<file path="config.mk">
export PLATFORM = sky130hd
export DESIGN_NAME = tx_setup_regs
export DESIGN_NICKNAME = d
export VERILOG_FILES = /design/src/rtl/tx_cfg_pkg.sv /design/src/rtl/tx_engine_if.sv /design/src/rtl/tx_setup_regs.sv /design/src/rtl/tx_engine.sv
export VERILOG_INCLUDE_DIRS = /design/src /design/src/rtl
export SDC_FILE = /design/constraint.sdc
export NUM_CORES = 1
export LEC_CHECK = 0
export ABC_AREA = 1
export BUFFER_PORTS_ARGS = -buffer_cell sky130_fd_sc_hd__buf_2
export CAP_MARGIN = 15
export CORE_ASPECT_RATIO = 1.25
export CORE_MARGIN = 2
export CORE_UTILIZATION = 55
export DETAILED_ROUTE_END_ITERATION = 8
export PLACE_DENSITY = 0.86
export SLEW_MARGIN = 20
export SYNTH_ARGS = -nofsm -noshare
export SYNTH_HDL_FRONTEND = slang
export SYNTH_HIERARCHICAL = 1
export SYNTH_SLANG_ARGS = --single-unit
export TNS_END_PERCENT = 20
</file>
<file path="constraint.sdc">
create_clock -name mclk -period 4 [get_ports mclk]
set_input_delay 0.6 -clock mclk [delete_from_list [all_inputs] [get_ports mclk]]
set_output_delay 0.6 -clock mclk [all_outputs]
set_load 0.02 [all_outputs]
</file>
<file path="src/rtl/tx_cfg_params.svh">
// offsets, field positions, reset values and sizing constants of the transmit setup registers
`ifndef TX_CFG_PARAMS_SVH
`define TX_CFG_PARAMS_SVH

// ---------------------------------------------------------------
// register offsets
// ---------------------------------------------------------------
`define TRANSMIT_CONTROL_OFS 8'h70
`define HARDWARE_SETUP_OFS   8'h74

// ---------------------------------------------------------------
// transmit_control fields
// ---------------------------------------------------------------
`define TC_STAT_FLUSH_BIT 15
`define TC_DATA_FLUSH_BIT 14
`define TC_OVR_ALLOW_BIT  2
`define TC_TX_ON_BIT      1
`define TC_HALT_BIT       0

// ---------------------------------------------------------------
// hardware_setup fields and reset values
// ---------------------------------------------------------------
`define HS_STRAP_BIT      24
`define HS_RATE_BIT       21
`define HS_WHOLE_BIT      20
`define HS_POOL_HI        19
`define HS_POOL_LO        16
`define HS_LEVEL_HI       13
`define HS_LEVEL_LO       12
`define POOL_RESET        4'h5
`define POOL_MIN          4'h2
`define POOL_MAX          4'he
`define LEVEL_RESET       2'h0

// ---------------------------------------------------------------
// memory split (bytes and dwords), start thresholds (dwords) and strap settle count
// ---------------------------------------------------------------
`define TOTAL_BYTES       16'h4000
`define STAT_BYTES        12'h200
`define KB_DWORDS         12'h100
`define STAT_DWORDS       8'h80
`define THR10_L0          12'h012
`define THR10_L1          12'h018
`define THR10_L2          12'h020
`define THR10_L3          12'h028
`define STRAP_SETTLE      2'h2

`endif

</file>
<file path="src/rtl/tx_cfg_pkg.sv">
// types shared by the transmit setup register bank and its transmit engine
package tx_cfg_pkg;

  // engine states, gray along idle -> send -> done
  typedef enum logic [1:0] {
    eng_idle = 2'b00,
    eng_send = 2'b01,
    eng_done = 2'b11
  } eng_state_t;

  // all engine state
  typedef struct packed {
    eng_state_t st;
    logic       underrun;
    logic       halted;
    logic       stat_push;
  } engine_t;

  // all register bank state
  typedef struct packed {
    logic        tx_on;
    logic        halt;
    logic        allow;
    logic        sflush;
    logic        dflush;
    logic        rate;
    logic        whole;
    logic [3:0]  pool;
    logic [1:0]  level;
    logic        strap_s1;
    logic        strap_s2;
    logic        strap;
    logic [1:0]  cap_cnt;
    logic [11:0] d_wptr;
    logic [11:0] d_rptr;
    logic [11:0] d_used;
    logic [11:0] frames;
    logic [6:0]  s_wptr;
    logic [6:0]  s_rptr;
    logic [7:0]  s_used;
    logic [31:0] rdata;
  } regs_t;

endpackage

</file>
<file path="src/rtl/tx_engine_if.sv">
// signals between the register bank and the transmit engine
`timescale 1ns/100ps
`default_nettype none

interface tx_engine_if;
  logic        tx_on;
  logic        halt_req;
  logic        allow;
  logic        whole;
  logic        rate;
  logic [1:0]  level;
  logic [11:0] data_used;
  logic [11:0] frames;
  logic        stat_full;
  logic        head_last;
  logic        mac_ready;
  logic        pop;
  logic        stat_push;
  logic        underrun;
  logic        halted;
  logic        sending;

  modport bank (output tx_on, halt_req, allow, whole, rate, level, data_used, frames, stat_full,
                head_last, mac_ready, input pop, stat_push, underrun, halted, sending);
  modport engine (input tx_on, halt_req, allow, whole, rate, level, data_used, frames, stat_full,
                  head_last, mac_ready, output pop, stat_push, underrun, halted, sending);
endinterface

`default_nettype wire

</file>
<file path="src/rtl/tx_setup_regs.sv">
// transmit control and memory split registers with fifo pointer bookkeeping
`timescale 1ns/100ps
`default_nettype none
`include "tx_cfg_params.svh"

module tx_setup_regs
  import tx_cfg_pkg::*;
(
  input  wire logic        mclk,
  input  wire logic        nrst,
  input  wire logic        bus_cs,
  input  wire logic        bus_wr,
  input  wire logic        bus_rd,
  input  wire logic [7:0]  bus_addr,
  input  wire logic [31:0] bus_wdata,
  output logic      [31:0] bus_rdata,
  input  wire logic        crossover_auto_strap,
  input  wire logic        phy_mdix_override,
  input  wire logic        phy_mdix_value,
  input  wire logic        tx_data_push,
  input  wire logic        tx_data_push_last,
  input  wire logic        tx_head_last,
  input  wire logic        mac_ready,
  input  wire logic        tx_stat_pop,
  output logic             tx_data_pop,
  output logic      [11:0] tx_data_wr_addr,
  output logic      [11:0] tx_data_rd_addr,
  output logic             tx_data_full,
  output logic      [11:0] tx_data_capacity,
  output logic             tx_stat_push,
  output logic      [6:0]  tx_stat_wr_addr,
  output logic      [6:0]  tx_stat_rd_addr,
  output logic             tx_stat_full,
  output logic      [7:0]  tx_stat_used,
  output logic      [15:0] rx_pool_bytes,
  output logic             tx_underrun,
  output logic             mac_sending
);

  // ---------------------------------------------------------------
  // helpers
  // ---------------------------------------------------------------
  // data fifo size in dwords; the pool is held inside the legal span
  function automatic logic [11:0] data_cap(input logic [3:0] pool);
    logic [3:0] p;
    p = pool;
    if (p < `POOL_MIN) begin
      p = `POOL_MIN;
    end
    if (p > `POOL_MAX) begin
      p = `POOL_MAX;
    end
    return {p, 8'h00} - {4'h0, `STAT_DWORDS};
  endfunction

  // pointer step with wrap at the current size
  // a pool shrink can leave a pointer past the end; it then wraps to zero
  function automatic logic [11:0] wrap_inc(input logic [11:0] ptr, input logic [11:0] cap);
    logic [11:0] n;
    n = ptr + 12'h001;
    if (n >= cap) begin
      n = 12'h000;
    end
    return n;
  endfunction

  // ---------------------------------------------------------------
  // state and working nets
  // ---------------------------------------------------------------
  regs_t       cur_r;
  regs_t       cur_nxt;
  logic [11:0] cap;
  logic [3:0]  pool_eff;
  logic        wr_tc;
  logic        wr_hs;
  logic        rd_hit;
  logic        strap_bit;
  logic        push_ok;
  logic        pop_ok;
  logic        spush_ok;
  logic        spop_ok;
  logic [31:0] tc_view;
  logic [31:0] hs_view;

  // bundle toward the transmit engine
  tx_engine_if eng ();

  // engine owns the start decision and the halt handshake
  tx_engine u_engine (
    .mclk (mclk),
    .nrst (nrst),
    .eng  (eng)
  );

  // ---------------------------------------------------------------
  // engine hookup
  // ---------------------------------------------------------------
  // control bits from the bank registers; halt and tx_on are also cleared by the engine's halted pulse
  assign eng.tx_on     = cur_r.tx_on;
  assign eng.halt_req  = cur_r.halt;
  assign eng.allow     = cur_r.allow;
  assign eng.whole     = cur_r.whole;
  assign eng.rate      = cur_r.rate;
  assign eng.level     = cur_r.level;

  // fifo occupancy seen by the start decision
  assign eng.data_used = cur_r.d_used;
  assign eng.frames    = cur_r.frames;

  // pause source and far-side mac signals
  assign eng.stat_full = tx_stat_full;
  assign eng.head_last = tx_head_last;
  assign eng.mac_ready = mac_ready;

  // ---------------------------------------------------------------
  // decode and fifo qualifiers
  // ---------------------------------------------------------------
  // data fifo sizing from the pool field
  assign cap      = data_cap(cur_r.pool);
  assign pool_eff = cap[11:8] + 4'h1;

  // bus strobes, one per cycle of select
  assign wr_tc    = bus_cs && bus_wr && (bus_addr == `TRANSMIT_CONTROL_OFS);
  assign wr_hs    = bus_cs && bus_wr && (bus_addr == `HARDWARE_SETUP_OFS);
  assign rd_hit   = bus_cs && bus_rd;

  // pushes and pops of each fifo are dropped while its own flush is pending
  assign push_ok  = tx_data_push && !tx_data_full && !cur_r.dflush;
  assign pop_ok   = eng.pop && !cur_r.dflush;
  assign spush_ok = eng.stat_push && !tx_stat_full && !cur_r.sflush;
  assign spop_ok  = tx_stat_pop && (cur_r.s_used != 8'h00) && !cur_r.sflush;

  // strap readback unless the phy override is active
  assign strap_bit = phy_mdix_override ? phy_mdix_value : cur_r.strap;

  // read views; reserved positions stay zero
  always_comb begin
    tc_view                     = 32'h0000_0000;
    tc_view[`TC_STAT_FLUSH_BIT] = cur_r.sflush;
    tc_view[`TC_DATA_FLUSH_BIT] = cur_r.dflush;
    tc_view[`TC_OVR_ALLOW_BIT]  = cur_r.allow;
    tc_view[`TC_TX_ON_BIT]      = cur_r.tx_on;
    tc_view[`TC_HALT_BIT]       = cur_r.halt;
    hs_view                     = 32'h0000_0000;
    hs_view[`HS_STRAP_BIT]      = strap_bit;
    hs_view[`HS_RATE_BIT]       = cur_r.rate;
    hs_view[`HS_WHOLE_BIT]      = cur_r.whole;
    hs_view[`HS_POOL_HI:`HS_POOL_LO]   = cur_r.pool;
    hs_view[`HS_LEVEL_HI:`HS_LEVEL_LO] = cur_r.level;
  end

  // ---------------------------------------------------------------
  // next state
  // ---------------------------------------------------------------
  always_comb begin
    cur_nxt = cur_r;

    // strap synchroniser and one capture after reset release
    cur_nxt.strap_s1 = crossover_auto_strap;
    cur_nxt.strap_s2 = cur_r.strap_s1;
    if (cur_r.cap_cnt != 2'h3) begin
      cur_nxt.cap_cnt = cur_r.cap_cnt + 2'h1;
    end
    if (cur_r.cap_cnt == `STRAP_SETTLE) begin
      cur_nxt.strap = cur_r.strap_s2;
    end

    // hardware clears first; host writes below win, except halt, which a write cannot clear while it is still set
    if (eng.halted) begin
      cur_nxt.halt  = 1'b0;
      cur_nxt.tx_on = 1'b0;
    end
    cur_nxt.sflush = 1'b0;
    cur_nxt.dflush = 1'b0;

    // transmit_control write
    if (wr_tc) begin
      cur_nxt.allow = bus_wdata[`TC_OVR_ALLOW_BIT];
      cur_nxt.tx_on = bus_wdata[`TC_TX_ON_BIT];
      if (!cur_r.halt) begin
        cur_nxt.halt = bus_wdata[`TC_HALT_BIT];
      end
      if (bus_wdata[`TC_STAT_FLUSH_BIT]) begin
        cur_nxt.sflush = 1'b1;
      end
      if (bus_wdata[`TC_DATA_FLUSH_BIT]) begin
        cur_nxt.dflush = 1'b1;
      end
    end

    // hardware_setup write; bit 24 is read-only
    if (wr_hs) begin
      cur_nxt.rate  = bus_wdata[`HS_RATE_BIT];
      cur_nxt.whole = bus_wdata[`HS_WHOLE_BIT];
      cur_nxt.pool  = bus_wdata[`HS_POOL_HI:`HS_POOL_LO];
      cur_nxt.level = bus_wdata[`HS_LEVEL_HI:`HS_LEVEL_LO];
    end

    // data fifo pointers, counts and complete-frame tally
    if (cur_r.dflush) begin
      cur_nxt.d_wptr = 12'h000;
      cur_nxt.d_rptr = 12'h000;
      cur_nxt.d_used = 12'h000;
      cur_nxt.frames = 12'h000;
    end else begin
      if (push_ok) begin
        cur_nxt.d_wptr = wrap_inc(cur_r.d_wptr, cap);
      end
      if (pop_ok) begin
        cur_nxt.d_rptr = wrap_inc(cur_r.d_rptr, cap);
      end
      cur_nxt.d_used = cur_r.d_used + {11'h000, push_ok} - {11'h000, pop_ok};
      cur_nxt.frames = cur_r.frames + {11'h000, push_ok && tx_data_push_last} -
                       {11'h000, pop_ok && tx_head_last && cur_r.frames != 12'h000};
    end

    // status fifo pointers
    if (cur_r.sflush) begin
      cur_nxt.s_wptr = 7'h00;
      cur_nxt.s_rptr = 7'h00;
      cur_nxt.s_used = 8'h00;
    end else begin
      if (spush_ok) begin
        cur_nxt.s_wptr = cur_r.s_wptr + 7'h01;
      end
      if (spop_ok) begin
        cur_nxt.s_rptr = cur_r.s_rptr + 7'h01;
      end
      cur_nxt.s_used = cur_r.s_used + {7'h00, spush_ok} - {7'h00, spop_ok};
    end

    // registered read data, zero for unmapped offsets
    if (rd_hit) begin
      case (bus_addr)
        `TRANSMIT_CONTROL_OFS: cur_nxt.rdata = tc_view;
        `HARDWARE_SETUP_OFS:   cur_nxt.rdata = hs_view;
        default:               cur_nxt.rdata = 32'h0000_0000;
      endcase
    end
  end

  // ---------------------------------------------------------------
  // state register
  // ---------------------------------------------------------------
  always_ff @(posedge mclk or negedge nrst) begin
    if (!nrst) begin
      // pool returns to five kilobytes, everything else to zero
      cur_r       <= '0;
      cur_r.pool  <= `POOL_RESET;
      cur_r.level <= `LEVEL_RESET;
    end else begin
      cur_r <= cur_nxt;
    end
  end

  // ---------------------------------------------------------------
  // outputs
  // ---------------------------------------------------------------
  // read data and data fifo pointers
  assign bus_rdata        = cur_r.rdata;
  assign tx_data_pop      = pop_ok;
  assign tx_data_wr_addr  = cur_r.d_wptr;
  assign tx_data_rd_addr  = cur_r.d_rptr;
  assign tx_data_full     = (cur_r.d_used >= cap);
  assign tx_data_capacity = cap;

  // status fifo side
  assign tx_stat_push     = spush_ok;
  assign tx_stat_wr_addr  = cur_r.s_wptr;
  assign tx_stat_rd_addr  = cur_r.s_rptr;
  // full flag feeds the interrupt path independent of the allow bit
  assign tx_stat_full     = (cur_r.s_used == `STAT_DWORDS);
  assign tx_stat_used     = cur_r.s_used;

  // receive side gets what the transmit pool leaves
  assign rx_pool_bytes    = `TOTAL_BYTES - {2'b00, pool_eff, 10'h000};

  // engine events passed straight out
  assign tx_underrun      = eng.underrun;
  assign mac_sending      = eng.sending;

endmodule

`default_nettype wire

</file>
<file path="src/rtl/tx_engine.sv">
// transmit engine: start decision, dword draining, underrun and halt handling
`timescale 1ns/100ps
`default_nettype none
`include "tx_cfg_params.svh"

module tx_engine
  import tx_cfg_pkg::*;
#(
  parameter logic [11:0] THR100_L0 = 12'h040,
  parameter logic [11:0] THR100_L1 = 12'h080,
  parameter logic [11:0] THR100_L2 = 12'h0c0,
  parameter logic [11:0] THR100_L3 = 12'h100
) (
  input  wire logic        mclk,
  input  wire logic        nrst,
  tx_engine_if.engine      eng
);

  // ---------------------------------------------------------------
  // threshold lookup
  // ---------------------------------------------------------------
  function automatic logic [11:0] start_level(input logic rate, input logic [1:0] lvl);
    logic [11:0] v;
    v = 12'h000;
    case ({rate, lvl})
      3'b100:  v = `THR10_L0;
      3'b101:  v = `THR10_L1;
      3'b110:  v = `THR10_L2;
      3'b111:  v = `THR10_L3;
      3'b000:  v = THR100_L0;
      3'b001:  v = THR100_L1;
      3'b010:  v = THR100_L2;
      default: v = THR100_L3;
    endcase
    return v;
  endfunction

  engine_t cur_r;
  engine_t cur_nxt;
  logic    stalled;
  logic    ready_start;

  // full status fifo pauses unless overrun is allowed
  assign stalled = eng.stat_full && !eng.allow;
  // whole frame ignores the threshold; early start fires at the level
  assign ready_start = eng.whole ? (eng.frames != 12'h000) :
                       ((eng.frames != 12'h000) ||
                        (eng.data_used >= start_level(eng.rate, eng.level)));
  assign eng.pop       = (cur_r.st == eng_send) && eng.mac_ready && !stalled &&
                         (eng.data_used != 12'h000);
  assign eng.stat_push = cur_r.stat_push;
  assign eng.underrun  = cur_r.underrun;
  assign eng.halted    = cur_r.halted;
  assign eng.sending   = (cur_r.st == eng_send);

  // next state
  always_comb begin
    cur_nxt           = cur_r;
    cur_nxt.underrun  = 1'b0;
    cur_nxt.halted    = 1'b0;
    cur_nxt.stat_push = 1'b0;
    case (cur_r.st)
      eng_idle: begin
        if (eng.halt_req) begin
          cur_nxt.halted = 1'b1;
        end else if (eng.tx_on && ready_start && !stalled) begin
          cur_nxt.st = eng_send;
        end
      end
      eng_send: begin
        if (eng.pop && eng.head_last) begin
          cur_nxt.st = eng_done;
        end else if (eng.mac_ready && !stalled && eng.data_used == 12'h000) begin
          cur_nxt.underrun = 1'b1;
          cur_nxt.st       = eng_done;
        end
      end
      eng_done: begin
        cur_nxt.stat_push = 1'b1;
        cur_nxt.st        = eng_idle;
      end
      default: begin
        cur_nxt.st = eng_idle;
      end
    endcase
  end

  // state register
  always_ff @(posedge mclk or negedge nrst) begin
    if (!nrst) begin
      cur_r <= '{st: eng_idle, underrun: 1'b0, halted: 1'b0, stat_push: 1'b0};
    end else begin
      cur_r <= cur_nxt;
    end
  end

endmodule

`default_nettype wire

</file>
# Yosys cells after proc, flatten, opt, wreduce, memory -nomap -nowiden
# Cells that the tools add are included.
dict set report word_totals {
  inputBits 53
  out_inout_bits 112
  word_cells 132
  reg_bits 125
}
dict set report classes {
  add_sub_neg 14
  mux 29
  n_reduce_logical 42
  eq_ne 16
  magnitude_cmp 6
}
# operator count
set ops {}
lappend ops {{$pmux W9 S7} 1}
lappend ops {{$pmux W25 S2} 1}
lappend ops {{$mux W12} 4}
lappend ops {{$mux W48} 1}
lappend ops {{$ge A12 B12 Y1} 3}
lappend ops {{$add A12 B1 Y12} 2}
lappend ops {{$add A12 B1 Y12 const B} 2}
lappend ops {{$reduce_bool A12 Y1} 2}
lappend ops {{$sub A12 B1 Y12} 2}
lappend ops {{$logic_and A1 B1 Y1} 23}
lappend ops {{$mux W22} 1}
lappend ops {{$eq A8 B7 Y1 const B} 2}
lappend ops {{$sub A15 B14 Y16 const A} 1}
lappend ops {{$add A7 B1 Y7 const B} 2}
lappend ops {{$mux W7} 2}
lappend ops {{$eq A3 B3 Y1 const B} 4}
lappend ops {{$ge A12 B9 Y1} 1}
lappend ops {{$logic_not A12 Y1} 1}
lappend ops {{$sub A12 B8 Y12 const B} 1}
lappend ops {{$mux W1} 10}
lappend ops {{$reduce_bool A2 Y1} 5}
lappend ops {{$add A8 B1 Y8} 1}
lappend ops {{$eq A8 B8 Y1 const B} 1}
lappend ops {{$mux W2} 4}
lappend ops {{other kinds (22)} 30}

# Logic depth before layout (Yosys ltp)
dict set report logic_depth {
  word_depth 13
  ltp_mapped 24
  ltp_nobuf 24
}

# Modules after synthesis
# Netlist, hierarchy kept.
# module instances area_per_inst_um2 cells_per_inst
set by_module_without_submodules {}
lappend by_module_without_submodules {tx_setup_regs 1 7123.1 905}
lappend by_module_without_submodules {tx_engine 1 585.6 91}

# Worst setup path after synthesis
# Ideal clock, no wire load.
dict set report synth_path {
  path_type {flip-flop to flip-flop}
  from {reg cur_r[111] (netlist bit)}
  to {reg cur_r, in the netlist eng.data_used[8]}
  setup_ps 126
  arrival_ps 3565
  path_buffers 1
  synth_period_minus_slack_ps 3691
  required_ps 3874
  path_stages_with_launch 19
  setup_slack_ps 309
  path_cell_list {dfstp_2 inv_2 o31ai_1 inv_1 ha_1 nand2_1 nand2_1 nand2_1 nand2_1 nand2_2 nand3_4 nor2_4 buf_6 ha_1 fa_1 a21oi_1 o21bai_1 o21ai_0 a21oi_1}
}
# item line
set synth_lines {}
lappend synth_lines {{start, declared} tx_setup_regs.sv:70} ;# regs_t cur_r;
lappend synth_lines {{start signal, assigned} tx_setup_regs.sv:252} ;# cur_r <= cur_nxt;

==> results by group <==
Detailed routing
  • Length of routed met3 wiring: 944 um
  • First-pass DRT Iterations: 7
  • Routed via count: 6522
  • Met2 wire length: 8.60 mm
  • Routed len/inst: 14.0 um
  • Metal1 wirelength: between 6 and 7 mm
  • Detailed Route Iter0 Violations: 517
  • Via-to-Cell Ratio: 5.31
  • Number of routed nets with antenna violations: 0
  • Highest routed metal layer: met4
  • Total wire length after detailed routing: 17.1 mm
  • Count of unresolved DRC violations after routing: 0

GRT
  • Wire length of the first global-routing pass: 27.1 mm
  • Via count of the first global-routing pass: roughly 6000
  • Number of antenna violations at the first check in global routing: 0
  • Global Route Usage Sum: 0.228
  • Largest net degree at the start of global routing: 42
  • Global-route congestion overflow total: 0

CTS
  • Clk root buf: sky130_fd_sc_hd__clkbuf_16
  • Buffers inserted during post-CTS setup optimization: 0
  • Largest buffer count on any clock path: 2
  • Deepest level of the CTS H-tree: 3
  • Clock latency of the later-clocked register in the worst-skew pair: 0.36 ns
  • Clock Sinks: ~110
  • Clock Pin Slew Worst Setup and Hold Paths: 0.08 ns
  • CTS-repair resized insts: 0
  • Post-CTS Hold Buffers: 0
  • TritonCTS Buffers: 9
  • CTS tree: built

Floorplanning
  • Die area: ~15000 um2
  • Width of the die: approximately 110 um
  • I/O pin count: 165
  • Effective utilization at floorplan: 0.560
  • Standard-cell rows: 48
  • Die height: roughly 140 um
  • Core region area: 13800 um2

Yosys
  • Share of the yosys chip area belonging to registers: 0.348
  • Number of distinct library cell variants in the gate-level netlist after synthesis: 47
  • Cell Area, Synth: 7710 um2
  • Primary flip-flop cell chosen by synthesis mapping: sky130_fd_sc_hd__dfrtp_1
  • Dominant cell type by area after synthesis: sky130_fd_sc_hd__dfrtp_1
  • Fraction of synthesis flops using an asynchronous set or reset pin: 1.00
  • Synthesized flop and latch total: 107
  • Number of enable flip-flop cells after synthesis: 0
  • Largest cells by area after synthesis: sky130_fd_sc_hd__dfrtp_1, sky130_fd_sc_hd__ha_1, sky130_fd_sc_hd__nand2_1, sky130_fd_sc_hd__buf_4, sky130_fd_sc_hd__inv_1
  • Number of warnings printed during yosys synthesis: 6
  • Most common cell in the synthesized netlist: sky130_fd_sc_hd__nand2_1
  • Average cell area after synthesis: between 7 and 8 um2
  • Leading post-synthesis cells by instance count: sky130_fd_sc_hd__nand2_1, sky130_fd_sc_hd__inv_1, sky130_fd_sc_hd__dfrtp_1
  • Area fraction of the dominant cell type after synthesis: 0.341
  • Instance count of the mapped netlist: ~1000

STA
  • Relative max-transition margin: 0.381
  • Final-report hold violation count: 0
  • Min cycle time layout: 3.57 ns
  • Total negative slack for setup checks: 0 ns
  • RSZ-0062 raised after global routing: no
  • Final setup fails: 0
  • Worst Max-Slew Pin Slew: 0.925 ns
  • Maximum frequency from static timing analysis: 280 MHz
  • Final Cycle Share: 0.894
  • Total count of max-transition violations in the final report: 0
  • Worst clock skew on the final layout: about 0.012 ns
  • Final critical-path setup slack: approximately 0.43 ns

Place
  • Placer's final routability congestion estimate: roughly 0.90
  • Half-perimeter wire length after detailed placement: 12.6 mm
  • Number of port buffers: 108
  • DP Worst Slack: 0.476 ns

Power and ir drop
  • Peak ir drop on the vdd network: 0.390 mV
  • Ratio of total power to cell area: 678 nW/um2
  • Total leakage power: 4.57 nW

Setup path
  • Required time at the endpoint of the critical path: 4.26 ns
  • Data arrival time of the critical path: roughly 3.8 ns
  • Critical Path Slowest Stage Cell: sky130_fd_sc_hd__dfstp_2
  • Worst-path fanout max: 6
  • Cell chain of the critical path: inv_2, o31ai_1, ha_1, ha_1, o21bai_1, inv_1, nand2_1, nand2_2, nand3_4, nor3b_1, ha_1, nand3_1, nand2_1, a21oi_1, o21ai_0, a21o_1, nand2_1, nand2_1, nor2_1
  • Slowest Stage Delay on Critical Path: 0.55 ns
  • Dominant cell type by count on the critical path: sky130_fd_sc_hd__nand2_1
  • Sort of element at the start of the critical path: flop
  • Nature of the critical path endpoint: flop
  • Type of the setup path with the least slack: reg2reg

Finish
  • Fill cell count: 1150
  • Area overhead of the layout relative to synthesis: 5.71%
  • Nets: around 1200
  • Antenna diodes: 0
  • Fraction of layout cells with a size suffix above 1: 0.156

Job
  • Number of maximum-capacitance violations: 0

Status
  • Outcome: completed

Hold path
  • Path class of the lowest-slack min-delay path: in2async
## where the power goes
part           switching, W  internal (W)  total, W  leakage, nW
combinational       0.00186       0.00108   0.00294         3.07
sequential         0.000289       0.00136   0.00165         1.36
clock              0.000423      0.000506  0.000929        0.146
total               0.00257       0.00295   0.00552         4.57
## cell usage in the layout (no fill, tap or decap), drive strengths merged, types with 4 or more instances in the layout
master / count
o21ai: 43
dfrtp: 105
nor3: 11
nor2: 88
o22ai: 5
o31ai: 9
mux2: 5
ha: 66
o21bai: 7
nor4: 7
xnor2: 6
a21oi: 55
nand2: 218
nand4: 9
clkinv: 4
nand3: 73
buf: 114
xor2: 15
conb: 37
inv: 143
clkbuf: 11
## per-layer routing
| layer | global-route usage | vias to the layer above |
|---|---|---|
| met3 | 0.0398 | 67 |
| met5 | 0 | - |
| met2 | 0.400 | 240 |
| met4 | 0.129 | 0 |
| met1 | 0.256 | 3044 |
| li1 | - | 3171 |
## state kept, by name, indices dropped and copies added, names as in the netlist, 2 cells and up
name,count
tx_stat_rd_addr,7
bus_rdata,14
tx_stat_used,8
eng.frames,12
eng.level,2
cur_r,10
u_engine/cur_r,2
eng.data_used,12
tx_data_wr_addr,12
tx_data_rd_addr,12
tx_stat_wr_addr,7
## final timing paths
check / from / endpoint / slack, ns / cells past startpoint
max in group asynchronous: nrst / cur_r[109] / 2.90 / 2
min in group mclk: crossover_auto_strap / cur_nxt[105] / 0.34 / 1
min reg2reg: cur_nxt[105] / cur_r[105] / 0.35 / 0
max: cur_r[111] / eng.frames[9] / 0.43 / 19
max reg2reg: cur_r[111] / eng.frames[9] / 0.43 / 19
min: nrst / tx_stat_used[6] / 0.22 / 1
## cell type report
type,count,area [um2],share of cell area
multi-input cells,672,3820,0.469
flip-flops and latches,107,2680,0.329
repair buffers,114,588,0.0722
inverters,144,541,0.0663
clock inverters,5,60.1,0.00737
clock buffers,11,243,0.0298
well taps,175,219,0.0269
## worst max-delay path, delay by kind of cell (launching register included)
family,cells,cell delay [ns]
flops,1,0.55
fa+ha+maj,3,0.82
simple gates,9,0.83
compound gates,5,1.16
buf+inv,2,0.12
## stage by stage
stage               std cells  instance area (um2)  utilization  total power (W)  hold WS (ns)
floorplan                1031                 7840            -          0.00403         0.304
detailed placement       1212                 7850        0.571          0.00455         0.336
CTS                      1228                 8150        0.593          0.00551         0.236
finish                   1228                 8150        0.593          0.00552         0.217
global placement         1212                 7850        0.571          0.00442         0.335
global route             1228                 8150        0.593          0.00604         0.248
## cells by family (layout without fill, tap and decap cells)
family	count (synthesis)	in the layout	share of synthesized area
and+or+nand+nor	414	414	0.237
buffers and inverters	252	274	0.174
AOI/OAI and AO/OA	126	126	0.0941
DFF	107	107	0.348
adders and majority gates	69	69	0.115
xor gates and xnor gates	21	21	0.0239
muxes	5	5	0.00730
other	2	37	0.000974
Power figures use the tool's default switching activity.
